===== src/crp_pkg.sv =====
// Purpose: Shared constants for the card reader/punch channel control.
// Assumes: 16-bit channel words, one 125 MHz clock.
// Notes: Address and function bit positions are named here.
package crp_pkg;
   localparam int WORD_W = 16;
   localparam int COL_W = 12;
   localparam int FIFO_DEPTH = 8;
   localparam int ADDR_DIR_BIT = 0;
   localparam int ADDR_LVL_BIT = 1;
   localparam int ADDR_RDR_BIT = 5;
   localparam int ADDR_PCH_BIT = 6;
   localparam int ADDR_EQ_LO = 7;
   localparam int ADDR_EQ_HI = 10;
   localparam int ADDR_CONV_LO = 11;
   localparam int ADDR_CONV_HI = 15;
   localparam int FN_CLEAR_ALL = 0;
   localparam int FN_CLEAR_INT = 1;
   localparam int FN_DATA_IRQ = 2;
   localparam int FN_EOP_IRQ = 3;
   localparam int FN_ALARM_IRQ = 4;
   localparam int FN_FEED = 7;
   localparam int FN_OFFSET = 8;
   localparam logic [15:0] FN_OTHER_MASK = 16'h01FC;
   localparam logic [4:0] CONV_ZERO = 5'h00;
   localparam logic [6:0] LAST_COL = 7'h50;
endpackage

===== src/card_reader_punch_channel_control.sv =====
// What this block does
// (RL1) Punch busy sets at first punch data Reply; clears on feed or column 81.
// (RL2) Read operation starts at reader feed; ends at column 81 or lost data.
// (RL3) Reader and punch operations never overlap.
// (RL4) Punch operation starts at first punch word; ends at column 81.
// (RL5) Feed ending an operation early gives no end-of-operation status.
// (RL6) Not-ready alarm follows chip box, hopper, stacker, transport, lid causes.
// (RL7) Ready alarm on lost data or check error, held until clear.
// (RL8) Not ready when any of seven ready conditions is missing.
// (RL9) Pre-read error when amplifiers fail the light or dark check.
// (RL10) Punch error when the echo check finds a faulty signal.
// (RL11) Transport fault on feed failure or jam in any area.
// (RL12) Respond only when the converter field is zero.
// (RL13) Respond only when the unit field matches the equipment switches.
// (RL14) Bit 5 alone selects reader, bit 6 alone selects punch.
// (RL15) Station bits both set or both clear: no Reply, no Reject.
// (RL16) Bit 0 picks data or director; with Read, bit 1 picks status level.
// (RL17) Reject reader data when not ready, too fast, past column 80, or feeding.
// (RL18) Reject punch data when not ready, too fast, or past column 80; the code rejects only at column count 80.
// (RL19) All director bits in one word are carried out together.
// (RL20) Clear-all clears clearable state; request, feed, offset bits win.
// (RL21) Clear-all works while not ready if only clear-interrupts accompanies it.
// (RL22) Clear-interrupts clears requests and responses; request bits win.
// (RL23) Data word holds one column in low 12 bits, bit 0 is row 9.
// (RL24) Reader busy sets at feed start; clears at column 81 or lost data.
// (RL25) After lost data no more columns move and end-of-operation rises.
// (RL26) Exactly one Reply or Reject answers each accepted request; the code gives neither to a punch data read or a reader data write.
// (RL27) Master clear returns all operation, busy, alarm, error state to idle.
// Purpose: Channel-side control for a column card reader/punch mechanism.
// Assumes: Mechanism signals are asynchronous; all but punch_ready pass two flip-flops.
// Notes: The host holds address and data until Reply or Reject.
`timescale 1ns/1ps
`default_nettype none
module card_reader_punch_channel_control
(
   input wire logic clk,
   input wire logic rst,
   input wire logic [15:0] chan_addr,
   input wire logic [15:0] chan_wdata,
   input wire logic chan_read,
   input wire logic chan_write,
   output logic [15:0] chan_rdata,
   output logic chan_reply,
   output logic chan_reject,
   output logic chan_irq,
   input wire logic [3:0] equip_switch,
   input wire logic power_ok,
   input wire logic hopper_empty,
   input wire logic stacker_full,
   input wire logic chip_box_bad,
   input wire logic lid_open,
   input wire logic fail_to_feed,
   input wire logic jam,
   input wire logic light_fail,
   input wire logic dark_fail,
   input wire logic echo_fault,
   input wire logic col_strobe,
   input wire logic card_at_station,
   input wire logic [11:0] read_column,
   output logic feed_cmd,
   output logic offset_cmd,
   output logic punch_valid,
   input wire logic punch_ready,
   output logic [11:0] punch_column
);
   // ******************************************************
   // Input synchronisers
   // ******************************************************
   localparam int NS = 12;
   logic [NS-1:0] raw_in;
   logic [NS-1:0] s1_q;
   logic [NS-1:0] s2_q;
   logic [11:0] col1_q;
   logic [11:0] col2_q;
   logic strobe_d_q;
   assign raw_in = {power_ok, hopper_empty, stacker_full, chip_box_bad,
                    lid_open, fail_to_feed, jam, light_fail, dark_fail,
                    echo_fault, col_strobe, card_at_station};

   always_ff @(posedge clk)
   begin
      s1_q <= raw_in;
      s2_q <= s1_q;
      col1_q <= read_column;
      col2_q <= col1_q;
      strobe_d_q <= s2_q[1];
   end

   logic pwr;
   logic hop_e;
   logic stk_f;
   logic chip_b;
   logic lid_o;
   logic ftf;
   logic jam_s;
   logic lfail;
   logic dfail;
   logic efault;
   logic col_pulse;
   logic at_station;
   assign {pwr, hop_e, stk_f, chip_b, lid_o, ftf, jam_s, lfail, dfail,
           efault} = s2_q[NS-1:2];
   assign col_pulse = s2_q[1] && !strobe_d_q;
   assign at_station = s2_q[0];

   // ******************************************************
   // Address decode
   // ******************************************************
   logic sel;
   logic rdr_sel;
   logic pch_sel;
   logic req;
   logic director;
   logic do_rdata;
   logic do_wdata;
   logic do_func;
   logic do_stat;
   logic transport_fault;
   logic ready;
   logic alarm_nr;
   logic [15:0] fn;
   assign sel = (chan_addr[crp_pkg::ADDR_CONV_HI:crp_pkg::ADDR_CONV_LO]
                 == crp_pkg::CONV_ZERO) // [RL12]
                && (chan_addr[crp_pkg::ADDR_EQ_HI:crp_pkg::ADDR_EQ_LO]
                 == equip_switch); // [RL13]
   assign rdr_sel = chan_addr[crp_pkg::ADDR_RDR_BIT]
                    && !chan_addr[crp_pkg::ADDR_PCH_BIT]; // [RL14]
   assign pch_sel = !chan_addr[crp_pkg::ADDR_RDR_BIT]
                    && chan_addr[crp_pkg::ADDR_PCH_BIT]; // [RL14]
   logic busy_ans_q;
   assign req = sel && (rdr_sel || pch_sel) && !busy_ans_q // [RL15]
                && (chan_read ^ chan_write);
   assign director = chan_addr[crp_pkg::ADDR_DIR_BIT];
   assign do_rdata = req && !director && chan_read && rdr_sel; // [RL16]
   assign do_wdata = req && !director && chan_write && pch_sel;
   assign do_func = req && director && chan_write;
   assign do_stat = req && director && chan_read;
   assign fn = chan_wdata;

   // ******************************************************
   // Condition and alarm logic
   // ******************************************************
   assign transport_fault = ftf || jam_s; // [RL11]
   assign alarm_nr = chip_b || hop_e || stk_f || transport_fault
                     || lid_o; // [RL6]
   assign ready = pwr && !hop_e && !stk_f && !jam_s && !ftf && !chip_b
                  && !lid_o; // [RL8]

   // ******************************************************
   // Operation state
   // ******************************************************
   logic rd_busy_q;
   logic pch_busy_q;
   logic lost_q;
   logic preread_err_q;
   logic punch_err_q;
   logic eop_rd_q;
   logic eop_pch_q;
   logic rd_avail_q;
   logic feeding_q;
   logic [6:0] col_q;
   logic [11:0] rd_col_q;
   logic irq_data_q;
   logic irq_eop_q;
   logic irq_alarm_q;
   logic clr_all;
   logic clr_int;
   logic feed_ok;
   logic col_end;
   logic fifo_in_ready;
   logic rdr_reject;
   logic pch_reject;
   logic fn_reply;
   logic answer;
   assign clr_all = do_func && fn[crp_pkg::FN_CLEAR_ALL];
   assign clr_int = do_func && (fn[crp_pkg::FN_CLEAR_INT] || clr_all);
   assign feed_ok = do_func && ready && fn[crp_pkg::FN_FEED];
   assign col_end = col_pulse && (col_q == crp_pkg::LAST_COL);
   assign rdr_reject = !ready || !rd_avail_q || lost_q || feeding_q
                       || !rd_busy_q; // [RL17]
   assign pch_reject = !ready || !fifo_in_ready || rd_busy_q
                       || (col_q == crp_pkg::LAST_COL) || feeding_q; // [RL18]
   // Non-clear functions need ready; a bare clear is accepted anyway.
   assign fn_reply = ready || ((fn & crp_pkg::FN_OTHER_MASK) == '0); // [RL21]

   always_ff @(posedge clk)
   begin
      if (rst || (clr_all && fn_reply && !feed_ok)) // [RL27] [RL20]
      begin
         rd_busy_q <= 1'b0;
         pch_busy_q <= 1'b0;
         feeding_q <= 1'b0;
         col_q <= '0;
         rd_avail_q <= 1'b0;
         eop_rd_q <= 1'b0;
         eop_pch_q <= 1'b0;
      end
      else
      begin
         if (feed_ok) // [RL19]
         begin
            feeding_q <= 1'b1;
            col_q <= '0;
            rd_avail_q <= 1'b0;
            pch_busy_q <= 1'b0; // [RL1]
            // Early termination by feed reports no end of operation.
            eop_rd_q <= 1'b0; // [RL5]
            eop_pch_q <= 1'b0;
            rd_busy_q <= rdr_sel && !pch_busy_q; // [RL2] [RL24] [RL3]
         end
         else
         begin
            if (feeding_q && at_station)
            begin
               feeding_q <= 1'b0;
            end
            if (do_wdata && !pch_reject && !pch_busy_q)
            begin
               pch_busy_q <= 1'b1; // [RL1] [RL4]
            end
            if (do_rdata && !rdr_reject)
            begin
               rd_avail_q <= 1'b0;
            end
            if (col_pulse && !feeding_q)
            begin
               col_q <= col_q + 7'h01;
               rd_avail_q <= rd_busy_q && !lost_q;
            end
            if (col_end || (rd_busy_q && lost_q)) // [RL25]
            begin
               rd_busy_q <= 1'b0; // [RL24] [RL2]
               eop_rd_q <= rd_busy_q || eop_rd_q;
            end
            if (col_end && pch_busy_q)
            begin
               pch_busy_q <= 1'b0; // [RL4]
               eop_pch_q <= 1'b1;
            end
         end
      end
   end

   // ******************************************************
   // Errors: sticky until master clear or clear-all
   // ******************************************************
   always_ff @(posedge clk)
   begin
      if (rst || (clr_all && fn_reply)) // [RL7] [RL27]
      begin
         lost_q <= 1'b0;
         preread_err_q <= 1'b0;
         punch_err_q <= 1'b0;
      end
      if (!rst && col_pulse && rd_avail_q && rd_busy_q && !do_rdata)
      begin
         lost_q <= 1'b1; // [RL7]
      end
      if (!rst && feed_ok && rdr_sel && (lfail || dfail))
      begin
         preread_err_q <= 1'b1; // [RL9] [RL20]
      end
      if (!rst && efault)
      begin
         punch_err_q <= 1'b1; // [RL10]
      end
   end

   always_ff @(posedge clk)
   begin
      if (col_pulse && rd_busy_q)
      begin
         rd_col_q <= col2_q; // [RL23]
      end
   end

   // ******************************************************
   // Interrupt requests: request bits win over clears
   // ******************************************************
   always_ff @(posedge clk)
   begin
      if (rst)
      begin
         irq_data_q <= 1'b0;
         irq_eop_q <= 1'b0;
         irq_alarm_q <= 1'b0;
      end
      else if (do_func && fn_reply)
      begin
         irq_data_q <= fn[crp_pkg::FN_DATA_IRQ] || (irq_data_q && !clr_int);
         irq_eop_q <= fn[crp_pkg::FN_EOP_IRQ] || (irq_eop_q && !clr_int);
         irq_alarm_q <= fn[crp_pkg::FN_ALARM_IRQ]
                        || (irq_alarm_q && !clr_int); // [RL22] [RL20]
      end
   end

   logic alarm_any;
   assign alarm_any = alarm_nr || lost_q || preread_err_q || punch_err_q;
   always_ff @(posedge clk)
   begin
      if (rst)
      begin
         chan_irq <= 1'b0;
      end
      else
      begin
         chan_irq <= (irq_data_q && (rd_avail_q || (pch_busy_q
                      && fifo_in_ready))) || (irq_eop_q && (eop_rd_q
                      || eop_pch_q)) || (irq_alarm_q && alarm_any);
      end
   end

   // ******************************************************
   // Punch column FIFO
   // ******************************************************
   logic fifo_push;
   assign fifo_push = do_wdata && !pch_reject;
   crp_fifo #(.WIDTH(crp_pkg::COL_W), .DEPTH(crp_pkg::FIFO_DEPTH)) u_fifo
   (
      .clk(clk),
      .rst(rst),
      .flush(feed_ok || (clr_all && fn_reply)),
      .in_valid(fifo_push),
      .in_ready(fifo_in_ready),
      .in_data(chan_wdata[crp_pkg::COL_W-1:0]), // [RL23]
      .out_valid(punch_valid),
      .out_ready(punch_ready),
      .out_data(punch_column)
   );

   // ******************************************************
   // Channel answer
   // ******************************************************
   // At most one answer per request; the answer latch blocks repeats while held.
   assign answer = do_rdata || do_wdata || do_func || do_stat; // [RL26]
   always_ff @(posedge clk)
   begin
      if (rst)
      begin
         busy_ans_q <= 1'b0;
         chan_reply <= 1'b0;
         chan_reject <= 1'b0;
         chan_rdata <= '0;
         feed_cmd <= 1'b0;
         offset_cmd <= 1'b0;
      end
      else
      begin
         busy_ans_q <= answer || (busy_ans_q && (chan_read || chan_write));
         chan_reply <= (do_rdata && !rdr_reject) || (do_wdata && !pch_reject)
                       || (do_func && fn_reply) || do_stat; // [RL26]
         chan_reject <= (do_rdata && rdr_reject) || (do_wdata && pch_reject)
                        || (do_func && !fn_reply);
         feed_cmd <= feed_ok;
         offset_cmd <= do_func && ready && fn[crp_pkg::FN_OFFSET];
         if (do_rdata && !rdr_reject)
         begin
            chan_rdata <= {4'h0, rd_col_q};
         end
         else if (do_stat && !chan_addr[crp_pkg::ADDR_LVL_BIT])
         begin
            chan_rdata <= {7'h00, preread_err_q || punch_err_q, 1'b0, lost_q,
                           1'b0, eop_rd_q || eop_pch_q, rd_avail_q, chan_irq,
                           rd_busy_q || pch_busy_q, ready};
         end
         else if (do_stat)
         begin
            chan_rdata <= {8'h00, punch_err_q, preread_err_q, 1'b0, jam_s,
                           1'b0, ftf, stk_f, hop_e};
         end
      end
   end
endmodule
`default_nettype wire


===== src/crp_fifo.sv =====
// Purpose: Small flip-flop FIFO for card column words.
// Assumes: One clock, synchronous active-high reset.
// Notes: Full and empty are exact; no write when full, no read when empty.
`timescale 1ns/1ps
`default_nettype none
module crp_fifo #(
   parameter int WIDTH = 12,
   parameter int DEPTH = 8
)
(
   input wire logic clk,
   input wire logic rst,
   input wire logic flush,
   input wire logic in_valid,
   output logic in_ready,
   input wire logic [WIDTH-1:0] in_data,
   output logic out_valid,
   input wire logic out_ready,
   output logic [WIDTH-1:0] out_data
);
   localparam int AW = $clog2(DEPTH);
   logic [WIDTH-1:0] mem_q [DEPTH];
   logic [AW-1:0] wr_q;
   logic [AW-1:0] rd_q;
   logic [AW:0] cnt_q;
   logic push;
   logic pop;

   assign in_ready = (cnt_q != (AW+1)'(DEPTH));
   assign out_valid = (cnt_q != '0);
   assign out_data = mem_q[rd_q];
   assign push = in_valid && in_ready;
   assign pop = out_valid && out_ready;

   always_ff @(posedge clk)
   begin
      if (push)
      begin
         mem_q[wr_q] <= in_data;
      end
   end

   always_ff @(posedge clk)
   begin
      if (rst || flush)
      begin
         wr_q <= '0;
         rd_q <= '0;
         cnt_q <= '0;
      end
      else
      begin
         if (push)
         begin
            wr_q <= (wr_q == AW'(DEPTH - 1)) ? '0 : wr_q + AW'(1);
         end
         if (pop)
         begin
            rd_q <= (rd_q == AW'(DEPTH - 1)) ? '0 : rd_q + AW'(1);
         end
         cnt_q <= cnt_q + (AW+1)'(push) - (AW+1)'(pop);
      end
   end
endmodule
`default_nettype wire


===== config.mk =====
export PLATFORM = sky130hd
export DESIGN_NAME = card_reader_punch_channel_control
export DESIGN_NICKNAME = d
export VERILOG_FILES = /design/src/crp_pkg.sv /design/src/card_reader_punch_channel_control.sv /design/src/crp_fifo.sv
export SDC_FILE = /design/constraint.sdc
export NUM_CORES = 1
export LEC_CHECK = 0
export BUFFER_PORTS_ARGS = -buffer_cell sky130_fd_sc_hd__buf_2
export CORE_MARGIN = 5
export CORE_UTILIZATION = 52
export CTS_BUF_LIST = sky130_fd_sc_hd__clkbuf_8
export DETAILED_ROUTE_END_ITERATION = 7
export PLACE_DENSITY = 0.74
export REMOVE_ABC_BUFFERS = 1
export SLEW_MARGIN = 20
export SYNTH_ARGS = -nofsm -noshare
export SYNTH_HDL_FRONTEND = slang
export SYNTH_HIERARCHICAL = 1
export SYNTH_SLANG_ARGS = --single-unit

===== constraint.sdc =====
create_clock -name clk -period 8.05 [get_ports clk]
set_clock_uncertainty 0.1 [all_clocks]
set_input_delay 1.61 -clock clk [delete_from_list [all_inputs] [get_ports clk]]
set_output_delay 1.61 -clock clk [all_outputs]
set_load 0.05 [all_outputs]

# Word level (Yosys, flattened, before mapping)
# Memories as Yosys holds them, arrays and structs flattened. A register that Yosys moved wholly into a read port is not among the register bits.
# Index checks and enable logic that the tools add are counted.
# word_totals
regBits	108
ramBits	96
in_bits	65
output_inout_bits	34
elab_cells	198
n_memories	1
# memory_table
name	words	word_bits	rd	rd_ports_with_merged_regs	write_ports	line_no	text
u_fifo.mem_q	8	12	1	1	1	crp_fifo.sv:22	logic [WIDTH-1:0] mem_q [DEPTH];
# op_classes
n_addsub	5
n_eq_ne	5
muxes	15
bitwise_logic	1
n_reduce_logical	142
# ops
cell	n
1-bit logical AND	62
1-bit logical OR	45
12-bit two-way mux	3
1-bit logical NOT	26
16-bit logical NOT	1
3-bit two-way mux	4
1-bit two-way mux	8
7-bit by 1-bit adder with 7-bit output, second input constant	1
7-bit == test, second input constant	1
3-bit by 1-bit adder with 3-bit output, second input constant	2
3-bit == test, second input constant	2
2-bit nonzero test	3
5-bit logical NOT	1
4-bit by 1-bit adder with 4-bit output	1
4-bit == test	1
4-bit != test, second input constant	1
4-bit nonzero test	1
4-bit by 1-bit subtractor with 4-bit output	1
3-bit nonzero test	1
3-bit OR reduction	1
2-bit OR reduction	1
1-bit bitwise XOR	1

# Logic depth before layout (Yosys ltp)
# Gate-level depths: netlist (run 1).
# logic_depth
ltp_word	17
depth_mapped	14
mapped_depth_nobuf	14

# Hierarchy
# The synthesis (run 1) kept the hierarchy.
# by_module_without_submodules
mod	instances	cells_per_inst	area_per_inst_um2	seq_area_each_um2
crp_fifo	1	216	4380.5	3143.0
card_reader_punch_channel_control	1	294	3338.2	2082.0

# Worst setup path before layout (run 1)
# OpenSTA, ideal clock, no wires.
# synth_path
path_type	input to register
startpoint	input chan_addr[5]
endpoint	memory u_fifo.mem_q[0][0], enable pin
setup_ns	0.412
arrival_time_ns	4.474
required_time_ns	7.538
path_slack_ns	3.063
path_stages	9
n_path_buf	0
path_cell_list	inv_1 > ha_1 > nor4b_2 > nand2_1 > nor2_1 > nand2_1 > nor4_1 > nand2_2 > nor4_1
# synth_via
elab_chain_len	13
elab_cells_between_ends	14
cone_classes	mux (2); reduce/logical (12)
# synth_rtl
element	line_no	text
from (decl)	card_reader_punch_channel_control.sv:38	input wire logic [15:0] chan_addr,
1-bit logical NOT	card_reader_punch_channel_control.sv:128	assign pch_sel = !chan_addr[crp_pkg::ADDR_RDR_BIT]
1-bit logical AND	card_reader_punch_channel_control.sv:129	&& chan_addr[crp_pkg::ADDR_PCH_BIT];
1-bit logical OR	card_reader_punch_channel_control.sv:131	assign req = sel && (rdr_sel || pch_sel) && !busy_ans_q
1-bit logical AND (2 in a row)	card_reader_punch_channel_control.sv:131	
1-bit logical AND	card_reader_punch_channel_control.sv:132	&& (chan_read ^ chan_write);
1-bit logical AND (2 in a row)	card_reader_punch_channel_control.sv:135	assign do_wdata = req && !director && chan_write && pch_sel;
1-bit logical AND (*)	card_reader_punch_channel_control.sv:135	
1-bit logical AND (*)	card_reader_punch_channel_control.sv:317	assign fifo_push = do_wdata && !pch_reject;
named net fifo_push	card_reader_punch_channel_control.sv:316	logic fifo_push;
1-bit logical AND (*)	crp_fifo.sv:32	assign push = in_valid && in_ready;
1-bit two-way mux (*)	crp_fifo.sv:37	if (push)
1-bit two-way mux (not written as such) (*)	crp_fifo.sv:39	mem_q[wr_q] <= in_data;
to (decl)	crp_fifo.sv:22	
# The timed path passes the listed nets; every way through them passes the cells marked *.

# Final worst setup path (run 1)
# layout_path
startpoint	input chan_addr[5]
endpoint	register u_fifo.cnt_q[2]
# layout_via
elab_chain_len	13
elab_cells_between_ends	22
cone_classes	add/sub (2); reduce/logical (20)
# layout_rtl
element	line_no	text
1-bit logical NOT	card_reader_punch_channel_control.sv:128	
1-bit logical AND	card_reader_punch_channel_control.sv:129	
1-bit logical OR	card_reader_punch_channel_control.sv:131	
1-bit logical AND (2 in a row)	card_reader_punch_channel_control.sv:131	
1-bit logical AND	card_reader_punch_channel_control.sv:132	
1-bit logical AND (2 in a row)	card_reader_punch_channel_control.sv:135	
1-bit logical AND (*)	card_reader_punch_channel_control.sv:135	
1-bit logical AND (*)	card_reader_punch_channel_control.sv:317	
named net fifo_push	card_reader_punch_channel_control.sv:316	
1-bit logical AND (*)	crp_fifo.sv:32	
4-bit by 1-bit adder with 4-bit output (*)	crp_fifo.sv:61	cnt_q <= cnt_q + (AW+1)'(push) - (AW+1)'(pop);
4-bit by 1-bit subtractor with 4-bit output (*)	crp_fifo.sv:61	
to (signal assigned)	crp_fifo.sv:61	
to (decl)	crp_fifo.sv:25	logic [AW:0] cnt_q;
# Marked as above.
# A chain may end at the register's enable or synchronous reset.

==> flow_summary.ini, run 1 <==
[clocking]
cts_setup_buffers = 0
cts-buffers-inserted = 34
ctsHoldBuffers = 0
clkSlewWorstSetupHoldPaths_ps = 60
cts_root_buf = clkbuf_8
clock_sinks = 207
h-tree-depth = 2
clock_latency_ps = 510
cts_tree = yes
clk_path_buf_depth = 3
cts-resized-gates = 0

[critical_path]
r2r_setup_slack_ps = 4730
rr_worst_depth = 12
rr_endpoint = u_fifo/cnt_q[2]
r2r_start = s2_q[10]
crit_top_cell = ha_1
max_stage_delay_ps = 410
crit_arrival_ps = 4620
path_cells = buf_2, inv_1, ha_1, nor4b_2, nand2_1, nor2_1, nand2_1, nor4_1, buf_4, nand2_2, ha_1, inv_1, ha_1, fa_1, xnor2_1, nor3_1
end_kind = flop
path_class = in2reg
crit_family = adder cells
cp.buffers_inverters = 4
cpMaxStageDelayCell = fa_1
crit_path_start_kind = input port
cp.required_ps = 8320
cp_max_fo = 8

[die]
coreArea_um2 = 14530
die_width_um = 131.8
die_area_um2 = 17380
initial_utilization_pct = 53.11
pin_count = 99
die_y_um = 131.8
fp-row-count = 44

[yosys]
yosys.area.top_type = edfxtp_1
synth_top_area_share_pct = 42.02
yosysWarningCount = 6
synth_edf_count = 108
synth_commonest_cells = edfxtp_1 (108), dfxtp_1 (99), nand2_1 (31), nor2_1 (31)
synth_flop_cell = edfxtp_1
syn_inst = 510
synth_area_um2 = 7719
ys_seq_area_share_pct = 67.69
avgSynthCellArea_um2 = 15.13
synth.most_common_cell = edfxtp_1
synth_seq_cells = 207
yosys.cell_types.count = 67
synthTopCellsByArea = edfxtp_1 (42%), dfxtp_1 (26%), mux4_1 (7.1%), ha_1 (2.4%), mux2_2 (1.8%)
synthArstFlopShare_pct = 0

[grt]
overflow = 0
grt_pass1_vias = 4803
antenna_found_initial = 0
grt_use_total_pct = 17.00
grt_pass1_wl_um = 24000
grt_max_degree = 27

[sta]
hold_violations = 0
rsz0062_at_grt = no
slew_violations = 0
final.min_clock_period_ps = 4353
post-route-period-util_pct = 54.07
hold_ws_ps = 213.2
worst_slew_pin_slew_ps = 1035
max_freq_mhz = 229.7
tns_ps = 0
slew_headroom_pct = 30.89
setup_slack_ps = 3697
finalSetupViolCount = 0

[placed_design]
pre_cts_ws_ps = 3198
place.gp.congestion = 0.8190
place_inst = 773
dpl.hpwl_um = 9914
io_buffers = 87
dpl-instance-area_um2 = 8351

[layout]
final_area_um2 = 9059
antenna_cells = 0
final_cells = 834
nets = 706
area_delta_synth_final_pct = 17.36
final_util_pct = 62.33
drive_above_1_share_pct = 28.46

[pwr]
design_power_total_mw = 2.390
switching_share_pct = 25.62
ir_worst_vdd_uv = 182.6
sequentialPowerShare_pct = 48.8
p_leak_nw = 3.394
p_sw_uw = 612.3
intPower_mw = 1.777
pwr_density_cell_nw_per_um2 = 263.8
p_clk_share_pct = 37.9
combPwrFrac_pct = 13.3

[routing]
wl_um = 14580
wire_per_inst_um = 17.49
drtIter0Drc = 242
drtAntennaViolNets = 0
vias = 4484
route.detailed.drc = 0
drt-pass1-iter-count = 5
post_drt_via_cell_ratio = 5.376

[hold_path]
hold_depth = 0
worstHoldStart = s1_q[7]
min_path_type = reg2reg
whs_endpoint = s2_q[7]

[outcome]
status = finished, final reports clean

[run]
cap_violations = 0
-- cells in the final DEF, fill, tap and decap left out, types with 6 or more instances in the layout --
| cell type | synthesis | layout |
|---|---|---|
| edfxtp_1 | 108 | 108 |
| dfxtp_1 | 99 | 99 |
| buf_2 | 6 | 87 |
| clkbuf_8 | 0 | 46 |
| nor2_1 | 31 | 31 |
| nand2_1 | 31 | 31 |
| inv_1 | 21 | 26 |
| mux4_1 | 21 | 21 |
| o21ai_0 | 15 | 15 |
| ha_1 | 15 | 15 |
| a21oi_1 | 13 | 13 |
| mux2_2 | 12 | 12 |
| buf_4 | 4 | 9 |
| xnor2_1 | 7 | 7 |
| nand2b_1 | 6 | 6 |
| mux2i_1 | 6 | 6 |
| and2_1 | 6 | 6 |
| a22oi_1 | 6 | 6 |
| nor3_1 | 6 | 6 |
| clkinv_2 | 0 | 6 |
-- sequential cells by signal, summed over array words and instances, names as in the netlist, 3 cells and up, named ones only --
register	flops
u_fifo/wr_q	3
u_fifo/mem_q	96
col1_q	12
u_fifo/rd_q	3
s2_q	12
chan_rdata	12
s1_q	12
u_fifo/cnt_q	4
col2_q	12
rd_col_q	12
col_q	7
-- worst reg2reg max path: stages, from the launching register on --
cell and delay (ps):
dfxtp_1 330, nor4_4 370, and3_1 340, nand4b_1 190, nor4_1 260, buf_4 210, nand2_2 150, ha_1 330
inv_1 50, ha_1 220, fa_1 410, xnor2_1 170, nor3_1 60
-- per-layer routing --
layer	vias to the layer above	routed length (um)	global-route usage, %
met5	-	0	0
li1	2151	-	-
met3	22	759	4.656
met1	2194	5685	19.52
met2	117	7843	30.47
met4	0	296	6.057
-- power groups by stage --
stage	sequential [mW]	clock, mW	combinational (mW)
3_5_place_dp	1.19	0	0.322
2_1_floorplan	1.19	0	0.231
5_1_grt	1.17	0.980	0.347
6_report	1.17	0.905	0.319
4_1_cts	1.17	0.925	0.323
3_3_place_gp	1.19	0	0.308
-- worst max-delay path by stage --
stage,from,end,slack (ps),depth (start not counted)
4_1_cts,chan_addr[5],u_fifo/cnt_q[2],3710,16
2_1_floorplan,chan_addr[5],u_fifo/mem_q[0][0],3060,9
5_1_grt,chan_addr[5],u_fifo/cnt_q[2],3460,16
3_5_place_dp,chan_addr[5],u_fifo/cnt_q[2],3200,16
6_report,chan_addr[5],u_fifo/cnt_q[2],3700,16
3_3_place_gp,chan_addr[5],u_fifo/cnt_q[2],3360,16
-- area by class of cell --
class	count	area [um^2]
timing repair buffer	96	503.0
clock buffer	46	633.1
tap	184	230.2
multi-input combinational	265	2313
clock inverter	15	75.07
inverter	21	78.83
fill	1074	5475
sequential	207	5225
-- cell families (layout without fill, tap and decap cells) --
family                     after synthesis  in the layout  share of synthesized area (%)
AOI/OAI and AO/OA                       66             66                          5.819
xor gates and xnor gates                10             10                          1.135
adders and majority gates               16             16                          2.691
buffers and inverters                   41            178                          2.675
DFF                                    207            207                          67.69
muxes                                   42             42                          10.55
other                                    1              4                        0.04858
and+or+nand+nor                        127            127                          9.386
Note: power is estimated with default switching activity, not from simulation.
==> run 2: changes to the inputs <==
--- a/config.mk
+++ b/config.mk
@@ -5,12 +5,13 @@
 export SDC_FILE = /design/constraint.sdc
 export NUM_CORES = 1
 export LEC_CHECK = 0
+export ABC_AREA = 1
 export BUFFER_PORTS_ARGS = -buffer_cell sky130_fd_sc_hd__buf_2
 export CORE_MARGIN = 5
 export CORE_UTILIZATION = 52
 export CTS_BUF_LIST = sky130_fd_sc_hd__clkbuf_8
 export DETAILED_ROUTE_END_ITERATION = 7
-export PLACE_DENSITY = 0.74
+export PLACE_DENSITY = 0.76
 export REMOVE_ABC_BUFFERS = 1
 export SLEW_MARGIN = 20
 export SYNTH_ARGS = -nofsm -noshare
==> constraint.sdc (replaced) <==
create_clock -name clk -period 3.8 [get_ports clk]
set_clock_uncertainty 0.1 [all_clocks]
set_input_delay 0.76 -clock clk [delete_from_list [all_inputs] [get_ports clk]]
set_output_delay 0.76 -clock clk [all_outputs]
set_load 0.05 [all_outputs]
==> run 2 against run 1 <==
Effect of this change:
- wire length increased by 17%
- critical path depth fell by 8
- clock-buffer cell count down 11
==> flow_summary.ini, run 2 <==
[yosys]
synth_commonest_cells = nand2_1 (255), inv_1 (159), edfxtp_1 (108)
synth_seq_cells = 207
ys_seq_area_share_pct = 61.96
synthArstFlopShare_pct = 0
yosysWarningCount = 6
synth_top_area_share_pct = 38.46
synth_area_um2 = 8433
avgSynthCellArea_um2 = 9.412
syn_inst = 896
yosys.area.top_type = edfxtp_1
yosys.cell_types.count = 38
synthTopCellsByArea = edfxtp_1 (38%), dfxtp_1 (24%), nand2_1 (11%), inv_1 (7.1%), nand3_1 (4.0%)
synth_flop_cell = edfxtp_1
synth_edf_count = 108
synth.most_common_cell = nand2_1

[die]
pin_count = 99
fp-row-count = 46
die_y_um = 137.3
coreArea_um2 = 15890
die_width_um = 137.3
die_area_um2 = 18860
initial_utilization_pct = 53.09

[placed_design]
place.gp.congestion = 0.8764
dpl.hpwl_um = 11270
pre_cts_ws_ps = 234.4
io_buffers = 87

[sta]
finalSetupViolCount = 0
tns_ps = 0
final.min_clock_period_ps = 3164
hold_violations = 0
post-route-period-util_pct = 83.25
rsz0062_at_grt = no
worst_slew_pin_slew_ps = 1017
slew_violations = 0
setup_slack_ps = 636.3
max_freq_mhz = 316.1
slew_headroom_pct = 31.96

[layout]
antenna_cells = 0
area_delta_synth_final_pct = 14.78
drive_above_1_share_pct = 16.80
register_area_um2 = 5225
nets = 1088
final_cell_mix = nand2_1 (255), inv_1 (176), edfxtp_1 (108)
num-fill-cells = 1387
largest_register_ffs = 96
regMostFlops = u_fifo/mem_q
multi_input_area_um2 = 2441
final_common_cell = nand2_1

[run]
cap_violations = 0

[critical_path]
cp.required_ps = 2940
crit_arrival_ps = 2300
crit_path_start_kind = flop
cp_max_fo = 25
path_class = reg2out
end_kind = output pin

[outcome]
status = finished, final reports clean

[clocking]
cts-buffers-inserted = 31
cts-resized-gates = 0
h-tree-depth = 1
clk_path_buf_depth = 3
ctsHoldBuffers = 0
clock_sinks = 207
clock_latency_ps = 540
cts_setup_buffers = 0
cts_root_buf = clkbuf_8
cts_tree = yes
clkSlewWorstSetupHoldPaths_ps = 70

[grt]
antenna_found_initial = 0
grt_max_degree = 49
grt_use_total_pct = 17.98
overflow = 0
grt_pass1_vias = 5676
grt_pass1_wl_um = 26970

[routing]
wire_per_inst_um = 13.67
drtIter0Drc = 367
drt-pass1-iter-count = 5
vias = 6004
route.detailed.drc = 0
wl_um = 17030
drtAntennaViolNets = 0
post_drt_via_cell_ratio = 4.819

[pwr]
pwr_density_cell_nw_per_um2 = 559.6
ir_worst_vdd_uv = 438.8
p_leak_nw = 4.528

[hold_path]
min_path_type = reg2reg
-- run 2: cell count changes after synthesis, moves of 7 or more --
cell / delta
nand2_1: +224
inv_1: +138
nand3_1: +64
nor2_1: +23
mux4_1: -21
mux2_2: -12
nor2_2: +8
nor3_1: +7
-- run 2: where the power goes --
part	internal [mW]	leakage, nW	switching [mW]
logic	0.342	2.37	0.917
registers	2.42	1.79	0.0496
clock network	0.903	0.368	0.784
total	3.67	4.53	1.75
-- run 2: final cells by class --
cell class / instances / area share (%)
flip-flops and latches: 207 / 53.98
multi-input cells: 504 / 25.22
inverters: 161 / 6.244
repair buffers: 102 / 5.662
clock buffers: 35 / 4.977
well taps: 216 / 2.792
clock inverters: 21 / 1.125
-- run 2: metrics by stage --
stage	power, mW	hold WS [ps]	instances	area [um^2]	utilization, %
3_5_place_dp	3.782	212.1	1190	9089	57.21
4_1_cts	5.479	180.2	1246	9679	60.93
6_report	5.416	215.6	1246	9679	60.93
2_1_floorplan	3.421	209.6	872	8270	-
5_1_grt	5.701	182.6	1246	9679	60.93
3_3_place_gp	3.746	210.4	1190	9089	57.21
-- run 2: worst max-delay path, stage by stage, from the launching register on --
cell and delay (ps):
dfxtp_1 290, buf_4 230, inv_1 260, buf_4 320, nand3_1 110, nand2_1 70, nand2_1 60, nand2_1 120
buf_2 270
-- run 2: kinds of logic (layout without fill, tap and decap cells) --
logic type	Yosys count	in the layout	share of synthesized area [%]
AO/OA/AOI/OAI	45	45	2.982
XOR/XNOR	6	6	0.6231
adder cells (fa/ha/maj)	16	16	2.463
buffers and inverters	188	319	9.228
flip-flops	207	207	61.96
other	1	4	0.04447
AND/OR/NAND/NOR	433	433	22.70
-- run 2: layer usage --
layer	up-vias	track usage (%)	wire (um)
met2	190	31.91	8486
met1	2735	22.04	7007
met4	0	5.987	430
li1	3036	-	-
met3	43	3.433	1108
met5	-	0	0
-- run 2: worst paths after layout --
path	startpoint	end	slack [ps]	cells past startpoint
hold reg to reg	s1_q[9]	s2_q[9]	220	0
hold / removal	s1_q[9]	s2_q[9]	220	0
setup reg to reg	u_fifo/cnt_q[2]	u_fifo/cnt_q[2]	1020	14
setup / recovery	flop	punch_column[7]	640	8
==> run 3: changes to the inputs <==
--- a/config.mk
+++ b/config.mk
@@ -5,13 +5,13 @@
 export SDC_FILE = /design/constraint.sdc
 export NUM_CORES = 1
 export LEC_CHECK = 0
-export ABC_AREA = 1
+export ABC_AREA = 0
 export BUFFER_PORTS_ARGS = -buffer_cell sky130_fd_sc_hd__buf_2
 export CORE_MARGIN = 5
 export CORE_UTILIZATION = 52
 export CTS_BUF_LIST = sky130_fd_sc_hd__clkbuf_8
 export DETAILED_ROUTE_END_ITERATION = 7
-export PLACE_DENSITY = 0.76
+export PLACE_DENSITY = 0.77
 export REMOVE_ABC_BUFFERS = 1
 export SLEW_MARGIN = 20
 export SYNTH_ARGS = -nofsm -noshare
==> constraint.sdc (replaced) <==
create_clock -name clk -period 2.54 [get_ports clk]
set_clock_uncertainty 0.1 [all_clocks]
set_input_delay 0.508 -clock clk [delete_from_list [all_inputs] [get_ports clk]]
set_output_delay 0.508 -clock clk [all_outputs]
set_load 0.05 [all_outputs]
==> run 3 against run 2 <==
Effect of this change:
- the flow now finishes with violations (negative setup slack)
- final cell count down 26%
- utilization increased by 9.7 points
- critical path type is now reg2reg
- sequential share of layout area shrank 3.0 points
- critical path depth is 5 higher
- flip-flop and latch count did not move
- clock-buffer cell count is 8 higher
==> flow_summary.ini, run 3 (synthesized netlist as in run 1, its figures left out) <==
[critical_path]
cp.buffers_inverters = 3
max_stage_delay_ps = 530
cp.required_ps = 2950
cp_max_fo = 2
path_class = reg2reg
cpMaxStageDelayCell = fa_2
path_cells = inv_2, ha_2, or3b_4, nor2b_4, nand4b_1, nor4_2, buf_4, nand2_4, ha_4, inv_2, ha_4, fa_2, and2_4
crit_family = adder cells
crit_path_start_kind = flop
crit_arrival_ps = 3160
end_kind = flop

[sta]
slew_violations = 0
post-route-period-util_pct = 108.4
hold_violations = 0
rsz0062_at_grt = yes
worst_slew_pin_slew_ps = 601.3
slew_headroom_pct = 59.87
final.min_clock_period_ps = 2754
max_freq_mhz = 363.1
finalSetupViolCount = 56
setup_slack_ps = -214.0

[die]
initial_utilization_pct = 53.11
die_width_um = 131.8
coreArea_um2 = 14530
die_area_um2 = 17380
fp-row-count = 44
pin_count = 99
die_y_um = 131.8

[grt]
grt_pass1_vias = 5499
grt_use_total_pct = 20.23
grt_max_degree = 25
antenna_found_initial = 0
grt_pass1_wl_um = 28470
overflow = 0

[clocking]
clk_path_buf_depth = 3
clock_latency_ps = 550
cts_tree = yes
h-tree-depth = 1
cts_root_buf = clkbuf_8
clock_sinks = 207
clkSlewWorstSetupHoldPaths_ps = 70
cts-buffers-inserted = 31

[routing]
wire_per_inst_um = 19.75
route.detailed.drc = 0
wl_um = 18330
drt-pass1-iter-count = 4
drtAntennaViolNets = 0
drtIter0Drc = 330
vias = 5002
post_drt_via_cell_ratio = 5.390

[placed_design]
dpl-instance-area_um2 = 8830
dpl.hpwl_um = 11240
pre_cts_ws_ps = -885.8
io_buffers = 87
place_inst = 833
place.gp.congestion = 0.8595

[pwr]
ir_worst_vdd_uv = 643.7
design_power_total_mw = 8.314
pwr_density_cell_nw_per_um2 = 809.8
p_leak_nw = 3.935

[layout]
largest_register_ffs = 96
final_cell_mix = edfxtp_1 (108), dfxtp_1 (96), buf_2 (74)
drive_above_1_share_pct = 40.19
final_area_um2 = 10270
area_delta_synth_final_pct = 33.02
regMostFlops = u_fifo/mem_q
antenna_cells = 0
nets = 800
final_cells = 928
final_common_cell = edfxtp_1

[outcome]
violations = negative setup slack
status = finished, violations left

[hold_path]
min_path_type = in2reg

[run]
cap_violations = 0
-- run 3: stage by stage --
stage / hold slack (ps) / setup TNS [ps] / util [%]
finish: 65.76 / -6024 / 70.64
global route: 49.00 / -12120 / 70.64
CTS: 46.74 / -14550 / 69.89
detailed placement: 212.1 / -62820 / 60.75
global placement: 209.9 / -49430 / 60.75
floorplan: 209.6 / -93830 / -
-- run 3: final cells by class --
class / instances / area, um^2
Multi-Input combinational cell: 265 / 2425
Clock inverter: 15 / 148.9
Fill cell: 962 / 4267
Clock buffer: 43 / 591.8
Tap cell: 184 / 230.2
Timing Repair Buffer: 193 / 1562
Inverter: 21 / 78.83
Sequential cell: 207 / 5231
-- run 3: worst paths after layout --
kind	slack, ps	cells past startpoint	endpoint	start
worst min register to register	230	0	s2_q[7]	s1_q[7]
worst max-delay path	-210	13	u_fifo/cnt_q[1]	u_fifo/cnt_q[2]
worst max register to register	-210	13	u_fifo/cnt_q[1]	u_fifo/cnt_q[2]
worst min-delay path	70	1	u_fifo/mem_q[2][5]	chan_wdata[5]
-- run 3: report_power, final --
group	leakage, nW	switching (mW)	internal (mW)
Sequential	1.79	0.0562	3.61
Combinational	1.75	0.787	0.803
Clock	0.399	1.24	1.81
-- run 3: layer usage --
metal / wire [um] / vias up / track usage [%]
met5: 0 / - / 0
met4: 448 / 0 / 5.829
met3: 967 / 38 / 3.969
met2: 10200 / 169 / 38.04
met1: 6715 / 2473 / 23.29
li1: - / 2322 / -
-- run 3: worst register-to-register path: stages (launching register included) --
cell and delay (ps):
dfxtp_2 320, inv_2 30, ha_2 170, or3b_4 230, nor2b_4 120, nand4b_1 200
nor4_2 200, buf_4 170, nand2_4 60, ha_4 260, inv_2 40, ha_4 150
fa_2 530, and2_4 120
-- run 3: timing repair --
item / in CTS / in global routing
hold buffers: 24 / 0
setup buffers: 5 / 5
hold endpoints to repair: 24 / 0
setup endpoints to repair: 102 / 119
cloned: 6 / 1
gates resized for setup: 95 / 50
pin swaps: 8 / 6
